**src/common/omc_pkg.sv**
```systemverilog
package omc_pkg;
  // ----------------------------------------------------------------
  // Register map (byte addresses)
  // ----------------------------------------------------------------
  localparam logic [7:0] SCA_OFF = 8'h38;
  localparam logic [7:0] SCB_OFF = 8'h3C;
  localparam logic [7:0] TBC_OFF = 8'h40;
  localparam logic [7:0] FLC_OFF = 8'h44;
  localparam logic [7:0] INT_OFF = 8'h48;
  localparam logic [7:0] STA_OFF = 8'h4C;
  localparam logic [7:0] SCA_RST = 8'h00;
  localparam logic [7:0] SCB_RST = 8'h80;
  // Field positions
  localparam int A_DORM = 7;
  localparam int A_WAKE_RELEASE_METHOD = 6;
  localparam int A_WAKE_RETURN_MODE = 5;
  localparam int A_HOLD = 4;
  localparam int A_WUT  = 2;
  localparam int B_XEN  = 7;
  localparam int B_SLOW_OSC_ENABLE = 6;
  localparam int B_SCK  = 5;
  localparam int B_IDLE = 4;
  localparam int B_TGH  = 2;
  localparam int T_EN   = 3;
  localparam int I_IMF  = 0;
  localparam int I_EF   = 1;
  localparam int I_LAT  = 2;
  // ----------------------------------------------------------------
  // Timing: frequencies in Hz, warm-up counts in oscillator periods
  // ----------------------------------------------------------------
  localparam int CLK_HZ = 50_000_000;
  localparam int FC_HZ  = 50_000_000;
  localparam int FS_HZ  = 32_768;
  localparam int FAST_DIV = (CLK_HZ / FC_HZ < 1) ? 1 : CLK_HZ / FC_HZ;
  localparam int SLOW_DIV = (CLK_HZ / FS_HZ < 1) ? 1 : CLK_HZ / FS_HZ;
  localparam int WU_W = 18;
  localparam logic [WU_W-1:0] WU_FAST [4] =
    '{18'h30000, 18'h10000, 18'h0C000, 18'h04000};
  localparam logic [WU_W-1:0] WU_SLOW [4] =
    '{18'h06000, 18'h02000, 18'h000C0, 18'h00040};
  localparam logic [WU_W-1:0] FLW_FAST = 18'h00400;
  localparam logic [WU_W-1:0] FLW_SLOW = 18'h00008;
  // ----------------------------------------------------------------
  // Modes and clock controls
  // ----------------------------------------------------------------
  typedef enum logic [11:0] {
    RUN_FAST_SINGLE      = 12'h001,
    RUN_FAST_DUAL        = 12'h002,
    RUN_SLOW_DUAL        = 12'h004,
    RUN_SLOW_ONLY        = 12'h008,
    HALT_CPU_FAST_SINGLE = 12'h010,
    HALT_CPU_FAST_DUAL   = 12'h020,
    HALT_CPU_SLOW_ONLY   = 12'h040,
    HALT_CPU_SLOW_DUAL   = 12'h080,
    GATE_FAST            = 12'h100,
    GATE_SLOW            = 12'h200,
    DORMANT              = 12'h400,
    WARMUP               = 12'h800
  } omc_mode_t;
  typedef struct packed {
    logic fast_osc;
    logic slow_osc;
    logic sel_slow;
    logic cpu_run;
    logic wdt_run;
    logic periph;
    logic div_low;
    logic tbt;
  } omc_clk_t;
endpackage

```
**src/design/omc_top.sv**
```systemverilog
// Chosen here: the Avalon-MM slave port.
`timescale 1ns/1ps
`default_nettype none
// Functional notes
// - Clock select 1 in fast dual moves to slow dual; 0 returns.
// - In slow dual, fast enable 0 enters slow only; 1 returns.
// - Slow only and its halt stop divider stages one to six.
// - Fast dual halt stops CPU and watchdog, returns to fast dual.
// - Slow only halt stops CPU, watchdog, fast osc; returns slow only.
// - Slow dual halt is slow only halt with fast osc running.
// - Peripheral halt in slow mode enters slow gate, only TBT clocked.
// - Falling edge of selected time-base source ends the gate.
// - Leaving slow gate always lands in slow only run.
// - Gate ignores TB enable; service needs master, irq, TB enables.
// - Slow gate entered with TB enable sets the TB latch on return.
// - Dormant bit stops all oscillators and holds internal state.
// - Release method: 0 edge, 1 level on the release pin.
// - After release, warm-up completes, then execution resumes.
// - Return mode 0 gives fast run, 1 gives slow only run.
// - Reset ends dormant into fast single regardless of return mode.
// - Port hold 0 floats outputs, 1 drives; release pin floats.
// - Dormant with hold 0 forces port inputs to zero.
// - Warm-up select picks one of four fast or slow counts.
// - Halt bit enters halt; any interrupt releases it.
// - Halt and peripheral halt bits clear on release.
// - Illegal oscillator enable combination generates a reset.
module omc_top
  import omc_pkg::*;
#(
  parameter int PORT_W   = 8,
  parameter int REL_BIT  = 0,
  parameter int WU_SHIFT = 0,
  parameter int F_DIV    = FAST_DIV,
  parameter int S_DIV    = SLOW_DIV
) (
  // Clock and reset
  input  wire logic              MCLK_IN,
  input  wire logic              RESET_IN,
  // Avalon-MM slave
  input  wire logic [7:0]        AVS_ADDRESS_IN,
  input  wire logic              AVS_READ_IN,
  input  wire logic              AVS_WRITE_IN,
  input  wire logic [31:0]       AVS_WRITEDATA_IN,
  input  wire logic [3:0]        AVS_BYTEENABLE_IN,
  output logic [31:0]            AVS_READDATA_OUT,
  output logic                   AVS_WAITREQUEST_OUT,
  // Wake and interrupt sources
  input  wire logic              RELEASE_PIN_IN,
  input  wire logic              IRQ_IN,
  input  wire logic [7:0]        TB_SRC_IN,
  // Ports
  input  wire logic [PORT_W-1:0] PORT_PIN_IN,
  input  wire logic [PORT_W-1:0] PORT_OE_IN,
  output logic [PORT_W-1:0]      PORT_IN_OUT,
  output logic [PORT_W-1:0]      PORT_OE_OUT,
  // Clock control and events
  output omc_clk_t               CLK_CTRL_OUT,
  output logic [11:0]            MODE_OUT,
  output logic                   IRQ_ACCEPT_OUT,
  output logic                   SYS_RESET_OUT
);
  initial begin
    if (REL_BIT >= PORT_W || F_DIV < 1 || S_DIV < 1 || WU_SHIFT > 6 ||
        F_DIV > 65536 || S_DIV > 65536)
      $error("omc_top: bad parameters");
  end

  omc_mode_t        st_reg;
  omc_mode_t        st_next;
  logic [7:0]       sca_reg;
  logic [7:0]       scb_reg;
  logic [3:0]       tbc_reg;
  logic             flc_reg;
  logic [2:0]       int_reg;
  logic             wait_reg;
  logic             rst_req_reg;
  logic             rst;
  logic             req;
  logic             wr_acc;
  logic [7:0]       wd;
  logic [1:0]       tick;
  logic             rel_q;
  logic             tb_q;
  logic             tb_fall;
  logic             gate_tb_reg;
  logic             ret_slow_reg;
  logic             flash_reg;
  logic             flash_ph_reg;
  logic [WU_W-1:0]  wu_cnt_reg;
  logic             wake;
  logic             wu_tick;
  logic             bad_b;

  // Soft reset from illegal enables shares the power-on path
  assign rst     = RESET_IN | rst_req_reg;
  assign req     = AVS_READ_IN | AVS_WRITE_IN;
  assign wr_acc  = AVS_WRITE_IN & ~wait_reg & AVS_BYTEENABLE_IN[0];
  assign wd      = AVS_WRITEDATA_IN[7:0];
  assign tb_fall = tb_q & ~TB_SRC_IN[tbc_reg[2:0]];
  assign bad_b   = wr_acc && AVS_ADDRESS_IN == SCB_OFF &&
                   ((!wd[B_XEN] && !wd[B_SLOW_OSC_ENABLE]) ||
                    (!wd[B_XEN] && !wd[B_SCK]) ||
                    (!wd[B_SLOW_OSC_ENABLE] && wd[B_SCK]));

  // ----------------------------------------------------------------
  // Oscillator tick dividers
  // ----------------------------------------------------------------
  genvar gi;
  generate
    for (gi = 0; gi < 2; gi++) begin : g_div
      localparam int DV = (gi == 0) ? F_DIV : S_DIV;
      logic [15:0] cnt_reg;
      always_ff @(posedge MCLK_IN) begin
        if (rst || cnt_reg == 16'(DV - 1)) begin
          cnt_reg <= 16'h0000;
        end else begin
          cnt_reg <= cnt_reg + 16'h0001;
        end
      end
      assign tick[gi] = (cnt_reg == 16'(DV - 1));
    end
  endgenerate
  assign wu_tick = ret_slow_reg ? tick[1] : tick[0];

  // ----------------------------------------------------------------
  // Avalon slave: one wait cycle, then the answer
  // ----------------------------------------------------------------
  always_ff @(posedge MCLK_IN) begin
    if (RESET_IN) begin
      wait_reg <= 1'b1;
    end else begin
      wait_reg <= ~(req & wait_reg);
    end
  end

  always_ff @(posedge MCLK_IN) begin
    if (RESET_IN) begin
      AVS_READDATA_OUT <= 32'h0000_0000;
    end else if (AVS_READ_IN && wait_reg) begin
      case (AVS_ADDRESS_IN)
        SCA_OFF: AVS_READDATA_OUT <= {24'h0, sca_reg[7:2], 2'b00};
        SCB_OFF: AVS_READDATA_OUT <= {24'h0, scb_reg[7:6],
                   CLK_CTRL_OUT.sel_slow, scb_reg[4], 1'b0,
                   scb_reg[2], 2'b00};
        TBC_OFF: AVS_READDATA_OUT <= {28'h0, tbc_reg};
        FLC_OFF: AVS_READDATA_OUT <= {31'h0, flc_reg};
        INT_OFF: AVS_READDATA_OUT <= {29'h0, int_reg};
        STA_OFF: AVS_READDATA_OUT <= {20'h0, MODE_OUT};
        default: AVS_READDATA_OUT <= 32'h0000_0000;
      endcase
    end
  end
  assign AVS_WAITREQUEST_OUT = wait_reg;

  always_ff @(posedge MCLK_IN) begin
    if (RESET_IN) begin
      rst_req_reg <= 1'b0;
    end else begin
      rst_req_reg <= bad_b;
    end
  end

  // ----------------------------------------------------------------
  // Control registers
  // ----------------------------------------------------------------
  always_ff @(posedge MCLK_IN) begin
    if (rst) begin
      sca_reg <= SCA_RST;
    end else if (wr_acc && AVS_ADDRESS_IN == SCA_OFF) begin
      sca_reg <= {wd[7:2], 2'b00};
    end else if (st_reg == WARMUP && st_next != WARMUP) begin
      sca_reg[A_DORM] <= 1'b0;
    end
  end

  always_ff @(posedge MCLK_IN) begin
    if (rst) begin
      scb_reg <= SCB_RST;
    end else begin
      if (wr_acc && AVS_ADDRESS_IN == SCB_OFF) begin
        scb_reg <= {wd[7:4], 1'b0, wd[2], 2'b00};
      end
      if (IRQ_IN && (st_reg[7:4] != 4'h0)) begin
        scb_reg[B_IDLE] <= 1'b0;
      end
      if (tb_fall && (st_reg == GATE_FAST || st_reg == GATE_SLOW)) begin
        scb_reg[B_TGH] <= 1'b0;
      end
      if (st_reg == WARMUP && st_next != WARMUP) begin
        scb_reg[B_SCK] <= ret_slow_reg;
        if (ret_slow_reg) begin
          scb_reg[B_XEN] <= 1'b0;
        end
      end
    end
  end

  always_ff @(posedge MCLK_IN) begin
    if (rst) begin
      tbc_reg <= 4'h0;
      flc_reg <= 1'b0;
    end else if (wr_acc && AVS_ADDRESS_IN == TBC_OFF) begin
      tbc_reg <= wd[3:0];
    end else if (wr_acc && AVS_ADDRESS_IN == FLC_OFF) begin
      flc_reg <= wd[0];
    end
  end

  // TB latch: hardware set wins over a write-one clear
  always_ff @(posedge MCLK_IN) begin
    if (rst) begin
      int_reg <= 3'b000;
    end else begin
      if (wr_acc && AVS_ADDRESS_IN == INT_OFF) begin
        int_reg[1:0] <= wd[1:0];
        if (wd[I_LAT]) begin
          int_reg[I_LAT] <= 1'b0;
        end
      end
      if (st_reg == GATE_SLOW && tb_fall && gate_tb_reg) begin
        int_reg[I_LAT] <= 1'b1;
      end
    end
  end

  // ----------------------------------------------------------------
  // Edge detection and captured context
  // ----------------------------------------------------------------
  always_ff @(posedge MCLK_IN) begin
    if (rst) begin
      rel_q <= 1'b0;
      tb_q  <= 1'b0;
    end else begin
      rel_q <= RELEASE_PIN_IN;
      tb_q  <= TB_SRC_IN[tbc_reg[2:0]];
    end
  end

  // Edge or level release
  assign wake = sca_reg[A_WAKE_RELEASE_METHOD] ? RELEASE_PIN_IN
                                : (RELEASE_PIN_IN & ~rel_q);

  always_ff @(posedge MCLK_IN) begin
    if (rst) begin
      gate_tb_reg  <= 1'b0;
      ret_slow_reg <= 1'b0;
      flash_reg    <= 1'b0;
    end else if (st_next == GATE_SLOW && st_reg != GATE_SLOW) begin
      gate_tb_reg  <= tbc_reg[T_EN];
    // Level release can skip dormant and go straight to warm-up
    end else if (st_reg[3:0] != 4'h0 && sca_reg[A_DORM]) begin
      ret_slow_reg <= sca_reg[A_WAKE_RETURN_MODE];
      flash_reg    <= flc_reg;
    end
  end

  // ----------------------------------------------------------------
  // Mode sequencer
  // ----------------------------------------------------------------
  always_comb begin
    st_next = st_reg;
    case (st_reg)
      RUN_FAST_SINGLE, RUN_FAST_DUAL, RUN_SLOW_DUAL, RUN_SLOW_ONLY: begin
        if (sca_reg[A_DORM]) begin
          st_next = (sca_reg[A_WAKE_RELEASE_METHOD] && RELEASE_PIN_IN) ? WARMUP
                                                        : DORMANT;
        end else if (scb_reg[B_IDLE]) begin
          // Slow dual and slow only swap order in the halt group
          st_next = omc_mode_t'({4'h0, st_reg[2], st_reg[3],
                                 st_reg[1:0], 4'h0});
        end else if (scb_reg[B_TGH]) begin
          st_next = st_reg[1:0] != 2'b00 ? GATE_FAST : GATE_SLOW;
        end else if (st_reg == RUN_FAST_SINGLE && scb_reg[B_SLOW_OSC_ENABLE]) begin
          st_next = RUN_FAST_DUAL;
        end else if (st_reg == RUN_FAST_DUAL) begin
          if (!scb_reg[B_SLOW_OSC_ENABLE]) begin
            st_next = RUN_FAST_SINGLE;
          end else if (scb_reg[B_SCK]) begin
            st_next = RUN_SLOW_DUAL;
          end
        end else if (st_reg == RUN_SLOW_DUAL) begin
          if (!scb_reg[B_SCK]) begin
            st_next = RUN_FAST_DUAL;
          end else if (!scb_reg[B_XEN]) begin
            st_next = RUN_SLOW_ONLY;
          end
        end else if (st_reg == RUN_SLOW_ONLY && scb_reg[B_XEN]) begin
          st_next = RUN_SLOW_DUAL;
        end
      end
      HALT_CPU_FAST_SINGLE, HALT_CPU_FAST_DUAL,
      HALT_CPU_SLOW_ONLY, HALT_CPU_SLOW_DUAL: begin
        if (IRQ_IN) begin
          st_next = omc_mode_t'({8'h00, st_reg[6], st_reg[7],
                                 st_reg[5:4]});
        end
      end
      GATE_FAST: begin
        if (tb_fall) begin
          st_next = RUN_FAST_SINGLE;
        end
      end
      GATE_SLOW: begin
        if (tb_fall) begin
          st_next = RUN_SLOW_ONLY;
        end
      end
      DORMANT: begin
        if (wake) begin
          st_next = WARMUP;
        end
      end
      WARMUP: begin
        if (wu_tick && wu_cnt_reg <= 18'h00001 &&
            (flash_ph_reg || !flash_reg)) begin
          st_next = ret_slow_reg ? RUN_SLOW_ONLY :
                    (scb_reg[B_SLOW_OSC_ENABLE] ? RUN_FAST_DUAL : RUN_FAST_SINGLE);
        end
      end
      default: st_next = RUN_FAST_SINGLE;
    endcase
  end

  // Reset, including reset out of dormant, lands in fast single
  always_ff @(posedge MCLK_IN) begin
    if (rst) begin
      st_reg <= RUN_FAST_SINGLE;
    end else begin
      st_reg <= st_next;
    end
  end

  // Warm-up count, then optional flash stabilisation wait
  always_ff @(posedge MCLK_IN) begin
    if (rst) begin
      wu_cnt_reg   <= 18'h00001;
      flash_ph_reg <= 1'b0;
    end else if (st_next == WARMUP && st_reg != WARMUP) begin
      wu_cnt_reg   <= (sca_reg[A_WAKE_RETURN_MODE] ? WU_SLOW[sca_reg[3:2]]
                       : WU_FAST[sca_reg[3:2]]) >> WU_SHIFT;
      flash_ph_reg <= 1'b0;
    end else if (st_reg == WARMUP && wu_tick) begin
      if (wu_cnt_reg > 18'h00001) begin
        wu_cnt_reg <= wu_cnt_reg - 18'h00001;
      end else if (!flash_ph_reg && flash_reg) begin
        wu_cnt_reg   <= ret_slow_reg ? FLW_SLOW : FLW_FAST;
        flash_ph_reg <= 1'b1;
      end
    end
  end

  // ----------------------------------------------------------------
  // Registered outputs
  // ----------------------------------------------------------------
  always_ff @(posedge MCLK_IN) begin
    if (rst) begin
      CLK_CTRL_OUT <= '{fast_osc: 1'b1, cpu_run: 1'b1, wdt_run: 1'b1,
                        periph: 1'b1, div_low: 1'b1, tbt: 1'b1,
                        default: 1'b0};
    end else begin
      CLK_CTRL_OUT.fast_osc <= (st_reg[1:0] != 2'b00) ||
                               (st_reg[5:4] != 2'b00) ||
                               st_reg == RUN_SLOW_DUAL ||
                               st_reg == HALT_CPU_SLOW_DUAL ||
                               st_reg == GATE_FAST ||
                               (st_reg == WARMUP && !ret_slow_reg);
      CLK_CTRL_OUT.slow_osc <= !(st_reg == RUN_FAST_SINGLE ||
                               st_reg == HALT_CPU_FAST_SINGLE ||
                               st_reg == GATE_FAST ||
                               st_reg == DORMANT) ||
                               (st_reg == WARMUP && ret_slow_reg);
      // Slow source in slow dual, slow only, their halts and slow gate
      CLK_CTRL_OUT.sel_slow <= (st_reg[3:2] != 2'b00) ||
                               (st_reg[7:6] != 2'b00) ||
                               st_reg == GATE_SLOW;
      CLK_CTRL_OUT.cpu_run  <= st_reg[3:0] != 4'h0;
      CLK_CTRL_OUT.wdt_run  <= st_reg[3:0] != 4'h0;
      CLK_CTRL_OUT.periph   <= st_reg[7:0] != 8'h00;
      CLK_CTRL_OUT.div_low  <= !(st_reg == RUN_SLOW_ONLY ||
                               (st_reg[7:6] != 2'b00) ||
                               st_reg == GATE_SLOW ||
                               st_reg == DORMANT);
      CLK_CTRL_OUT.tbt      <= st_reg != DORMANT && st_reg != WARMUP;
    end
  end

  always_ff @(posedge MCLK_IN) begin
    if (rst) begin
      MODE_OUT       <= RUN_FAST_SINGLE;
      IRQ_ACCEPT_OUT <= 1'b0;
    end else begin
      MODE_OUT       <= st_reg;
      IRQ_ACCEPT_OUT <= ((st_reg[7:4] != 4'h0) && IRQ_IN &&
                         int_reg[I_IMF]) ||
                        ((st_reg == GATE_SLOW || st_reg == GATE_FAST) &&
                         tb_fall && int_reg[I_IMF] && int_reg[I_EF] &&
                         tbc_reg[T_EN]);
    end
  end
  assign SYS_RESET_OUT = rst_req_reg;

  always_ff @(posedge MCLK_IN) begin
    if (rst) begin
      PORT_OE_OUT <= '0;
      PORT_IN_OUT <= '0;
    end else if (st_reg == DORMANT) begin
      PORT_OE_OUT <= sca_reg[A_HOLD] ? PORT_OE_IN : '0;
      PORT_OE_OUT[REL_BIT] <= 1'b0;
      PORT_IN_OUT <= sca_reg[A_HOLD] ? PORT_PIN_IN : '0;
    end else begin
      PORT_OE_OUT <= PORT_OE_IN;
      PORT_IN_OUT <= PORT_PIN_IN;
    end
  end
endmodule // omc_top
`default_nettype wire

```
**config.mk**
```make
export PLATFORM = sky130hd
export DESIGN_NAME = omc_top
export DESIGN_NICKNAME = d
export VERILOG_FILES = /design/src/common/omc_pkg.sv /design/src/design/omc_top.sv
export SDC_FILE = /design/constraint.sdc
export NUM_CORES = 1
export LEC_CHECK = 0
export BUFFER_PORTS_ARGS = -buffer_cell sky130_fd_sc_hd__buf_2
export CORE_UTILIZATION = 45
export CTS_CLUSTER_SIZE = 30
export DETAILED_ROUTE_END_ITERATION = 8
export PLACE_DENSITY = 0.72
export SETUP_SLACK_MARGIN = 0.1
export SLEW_MARGIN = 40
export SYNTH_ARGS = -nofsm -noshare
export SYNTH_HDL_FRONTEND = slang
export SYNTH_SLANG_ARGS = --single-unit
export TNS_END_PERCENT = 10
```
**constraint.sdc**
```tcl
create_clock -name MCLK_IN -period 3 [get_ports MCLK_IN]
set_input_delay 0.45 -clock MCLK_IN [delete_from_list [all_inputs] [get_ports MCLK_IN]]
set_output_delay 0.45 -clock MCLK_IN [all_outputs]
set_load 0.02 [all_outputs]
```
# Word-level counts from Yosys, hierarchy flattened
# Index checks and enable logic that the tools add are counted.
# word_totals
register_bits	157
in_bits	74
wordCells	220
# classes
addsub	3
magnitude_cmp	4
n_eq_ne	25
muxes	51
n_bitwise	15
n_reduce_logical	86
# ops
op	n
two-way mux 12 bit	17
two-way mux 18 bit	9
case mux 12 bit (6 select lines)	2
binary-select mux 18 bit (select 2 bit)	2
two-way mux 8 bit	5
adder 16 x 1 -> 16 bit, second input constant	2
== test 8 x 7 -> 1 bit, second input constant	4
logical AND 1 bit	32
== test 12 x 10 -> 1 bit, second input constant	2
== test 12 bit, second input constant	2
!= test 12 bit, second input constant	2
logical OR 1 bit	21
> comparator 18 x 1 -> 1 bit, second input constant	1
<= comparator 18 x 1 -> 1 bit, second input constant	1
nonzero test 2 bit	9
subtractor 18 x 1 -> 18 bit, second input constant	1
== test 16 x 11 -> 1 bit, second input constant	1
== test 8 x 6 -> 1 bit, second input constant	2
logical NOT 16 bit	1
== test 12 x 1 -> 1 bit, second input constant	1
== test 12 x 11 -> 1 bit, second input constant	1
== test 12 x 2 -> 1 bit, second input constant	1
== test 12 x 3 -> 1 bit, second input constant	1
== test 12 x 4 -> 1 bit, second input constant	1
other kinds (28)	63

# Logic depth before layout (Yosys ltp)
# depth
depth_word	14
depth_mapped	10
ltp_nobuf	8

# Worst setup path before layout
# OpenSTA, ideal clock, no wires.
# synth_path
path_type	input-to-reg
from	input port AVS_ADDRESS_IN[7]
to	register scb_reg[2]
arrival_ns	1.944
slack_ns	0.940
path_stages	5
n_path_buf	0
path_cell_list	nor3_1 nand4_1 nor3_2 mux2_2 and4_1
# synth_between
elab_chain_len	2
# synth_lines
element	line	rtl
start, declared	omc_top.sv:40	input wire logic [7:0] AVS_ADDRESS_IN,
== test 8 x 6 -> 1 bit	omc_top.sv:180	if (wr_acc && AVS_ADDRESS_IN == SCB_OFF) begin
logical AND 1 bit	omc_top.sv:180	
end signal, assigned	omc_top.sv:181	scb_reg <= {wd[7:4], 1'b0, wd[2], 2'b00};
end signal, assigned by index	omc_top.sv:190	scb_reg[B_SCK] <= ret_slow_reg;
end, declared	omc_top.sv:71	logic [7:0] scb_reg;
# Every way passes these cells.
# A chain may end at the register's enable or synchronous reset.

# Worst setup path after layout
# layout_path
from	register wu_cnt_reg[0]
to	register wu_cnt_reg[9]
# layout_between
elab_chain_len	9
elab_cells_between_ends	15
# layout_lines
element	line	rtl
start, declared	omc_top.sv:89	logic [WU_W-1:0] wu_cnt_reg;
start signal, assigned	omc_top.sv:339	wu_cnt_reg <= (sca_reg[A_WAKE_RETURN_MODE] ? WU_SLOW[sca_reg[3:2]]
start signal, assigned	omc_top.sv:344	wu_cnt_reg <= wu_cnt_reg - 18'h00001;
start signal, assigned	omc_top.sv:346	wu_cnt_reg <= ret_slow_reg ? FLW_SLOW : FLW_FAST;
<= comparator 18 x 1 -> 1 bit	omc_top.sv:314	if (wu_tick && wu_cnt_reg <= 18'h00001 &&
logical AND 1 bit (2 in series)	omc_top.sv:314	
two-way mux 12 bit	omc_top.sv:314	
case mux 12 bit (6 select lines)	omc_top.sv:262	case (st_reg)
== test 12 bit	omc_top.sv:338	end else if (st_next == WARMUP && st_reg != WARMUP) begin
logical AND 1 bit	omc_top.sv:338	
nonzero test 3 bit (no line) or nonzero test 2 bit (tied branches)	n/a	
AND reduction 2 bit (no line)	n/a	
# Several ways; a longest one is shown, not always the timed one. The select of a mux whose other input is x is not followed.

==> results.md <==
* Status: finished with violations
* Cell-internal power at 3.53 mW
* Number of slew-limit violations in the final report at 0
* Area growth syn-to-layout at 18.0%
* Worst-case clock skew at 0.0105 ns
* Sequential element share of the synthesized area at 40.3%
* Cell area power density at 599 mW/mm2
* CTS root buffer: clkbuf_16
* Count of flip-flops with a built-in enable after synthesis at 0
* Post-synth top area cell: dfxtp_1
* Layout net count at 957
* Number of setup violations in the final report at 0
* Register bit count reported by yosys at 137
* NetSw at 1.28 mW
* Via density per instance at 5.64
* Number of warning messages in the yosys log at 0
* Worst endpoint required time at 3.35 ns
* Wire length of the first global-routing pass at 28500 um
* Starting utilization of the core area at 46.5%
* Later-pin clock latency in the skew report at 0.42 ns
* GRT met2 Usage at 37.8%
* Total instance count after detailed placement at 1042
* Leading post-synthesis cells by cell area: dfxtp_1 (40%), nor2_1 (5.1%), xor2_1 (4.0%)
* CTS tree: built
* Number of core rows at 44
* Share of the cycle needed by the critical path after routing at 86.8%
* Share of final-layout standard cells stronger than drive strength 1 at 20.4%
* Number of buffers on the longest clock path at 2
* Hold Slack at 0.226 ns
* Maximum number of pins on one net before global-route repair at 27
* GRT Overall Usage at 23.0%
* Arrival time at the worst endpoint at 2.96 ns
* Number of distinct standard cells referenced by the synthesized netlist at 78
* Final period demand of the worst path at 2.60 ns
* Area of the mapped netlist at 0.00681 mm2
* Final hold violations at 0
* Number of global-route vias before repair at 5526
* Die boundary height at 125 um
* Total CTS buffers at 17
* Area fraction of the dominant cell type after synthesis at 40.3%
* Crit Path Category: reg -> reg
* Failing checks: design-rule violations
* DRT iter0 DRCs at 602
* Met3 track demand over resource in global routing at 4.62%
* Max-capacitance violation count at 0
* Proportion of power drawn by flip-flops and latches at 40.1%
* Total via count after detailed routing at 6055
* Placeable core region at 0.0146 mm2
* Largest register FFs at 32
* Highest achievable clock rate at 0.384 GHz
* Max VDD drop at 0.000401 V
* Final HPWL DP at 12700 um
* Post-cts sizing count at 0
* Startpoint kind of the worst setup timing path: flip-flop
* Post-Syn Area per Cell at 8.67 um2
* Routed length per instance at 16.4 um
* Number of I/O port buffers at 97
* Max_slew headroom at 48.9%
* Leakage at 3.27 nW
* Pre-Repair DR Iteration Count at 8
* Setup TNS at 0 ns
* Clock Pin Slew Worst Setup and Hold Paths at 0.06 ns
* H-tree lvl count at 4
* Unrepaired setup endpoints after global routing: false
* Post-CTS Hold Buffers at 0
* Antenna diode count at 0
* Clock share of power at 46.7%
* Antenna viol nets, final at 0
* Peak-usage layer in the global routing report: met2
* Detailed-route DRC error count at 13
* Number of buffers inserted to repair setup after CTS at 0
* Die boundary width at 125 um
* Die area at 0.0156 mm2
* HP Class: in -> reg
* Final RePlAce weighted congestion at 0.956
* Overall overflow remaining after global route at 0
* TritonCTS sink count at 137
* Number of top-level design ports at 145
* Power share of the combinational group at 13.2%
* Slew @ Worst Pin at 0.763 ns
* Net switching fraction of the power at 26.7%
* Ys async rst share at 0%
* Number of instances in the synthesized netlist at 785
* Most frequently used flop master after synthesis: dfxtp_1
* Number of cells in the finished layout apart from fillers at 1074
* Total routed wirelength at 17600 um
* Met1 Usage GRT at 29.7%
* Crit Path Max Fanout at 15
* Antenna violations before repair at 0
* Kind of end point of the critical path: flip-flop
-- critical path, stage by stage (launching register included) --
cell     delay [ns]
dfxtp_1        0.39
inv_1          0.10
ha_1           0.28
o21ba_2        0.26
nand3_1        0.10
or2_0          0.42
nand2_2        0.30
or4_1          0.53
a21oi_1        0.14
-- power groups by stage --
stage                     logic, mW  clock network [mW]  registers [mW]
after floorplan               0.443                   0            1.97
after global placement        0.615                   0            1.97
after detailed placement      0.620                   0            1.97
after CTS                     0.624                2.28            1.93
after global routing          0.689                2.36            1.94
final                         0.635                2.25            1.93
-- per-stage QoR --
step           util (%)  power [mW]  cell area [um2]  worst slack [ns]
3_3_place_gp       50.5        2.58             7390             0.449
6_report           54.8        4.81             8030             0.396
2_1_floorplan         -        2.42             6880             0.940
3_5_place_dp       50.5        2.59             7390             0.423
4_1_cts            54.8        4.83             8030             0.413
5_1_grt            54.8        4.99             8030             0.196
-- cell usage in the layout, fill, tap and decap left out, drive strengths merged, types with 9 or more instances in the layout --
cell / Yosys / layout
dfxtp: 137 / 137
buf: 37 / 115
nor2: 94 / 94
nand2: 56 / 56
a21oi: 46 / 46
nand3: 40 / 40
xor2: 31 / 31
and2: 29 / 29
inv: 21 / 26
mux2i: 25 / 25
nor4: 23 / 23
nand4: 22 / 22
conb: 1 / 20
nor3: 19 / 19
clkbuf: 24 / 17
o21ai: 16 / 16
and3: 14 / 14
nand3b: 11 / 11
nor4b: 9 / 9
o31ai: 9 / 9
-- logic make-up (layout without fill, tap and decap cells) --
| group | after synthesis | in the layout | share of synthesized area, % |
|---|---|---|---|
| xor gates and xnor gates | 39 | 39 | 5.02 |
| muxes | 30 | 30 | 4.67 |
| AOI/OAI and AO/OA | 128 | 128 | 12.8 |
| DFF | 137 | 137 | 40.3 |
| adders and majority gates | 6 | 6 | 1.10 |
| other | 1 | 20 | 0.0551 |
| buffers and inverters | 82 | 168 | 6.10 |
| and+or+nand+nor | 362 | 362 | 29.9 |
-- cell type report --
type | instances | area, um2
clock buffers | 17 | 425
repair buffers | 115 | 621
well taps | 184 | 230
flip-flops and latches | 137 | 2740
fillers | 1360 | 6610
inverters | 21 | 78.8
multi-input cells | 585 | 3720
clock inverters | 15 | 211
-- worst paths after layout --
kind                             from             endpoint  slack [ns]  cells past startpoint
setup / recovery        wu_cnt_reg[0]        wu_cnt_reg[9]        0.40                      8
hold / removal          PORT_OE_IN[7]       PORT_OE_OUT[7]        0.23                      2
setup reg to reg        wu_cnt_reg[0]        wu_cnt_reg[9]        0.40                      8
hold reg to reg   AVS_WAITREQUEST_OUT  AVS_WAITREQUEST_OUT        0.44                      1
-- synthesized netlist by cell type (4+ instances only) --
master     count
and2_1        29
nor2b_1        6
nor3_1        16
o2bb2ai_1      5
nor4_4         4
xor2_1        31
and3_1        14
nand3b_1      11
nor4b_1        9
and4_1         4
nand4_1       21
inv_1         21
or4_1          6
nand2_1       55
or3_1          7
o31ai_1        8
clkbuf_1      24
and3b_1        4
nor2_1        92
dfxtp_1      137
ha_1           6
a22oi_1        8
nor4_1        15
a31oi_1        7
buf_2         11
nand2b_1       5
mux2i_1       25
nor4_2         4
o21ai_0       16
buf_4         21
mux2_2         4
nand3_1       40
xnor2_1        8
a21oi_1       45
-- routing by layer --
metal / vias up / part of all wire (%) / routed length [um]
met5: - / 0 / 0
met4: 0 / 1.8 / 322
met3: 30 / 6.5 / 1130
met2: 206 / 49 / 8540
met1: 2861 / 43 / 7580
li1: 2958 / - / -
Note: power is estimated with default switching activity, not from simulation.
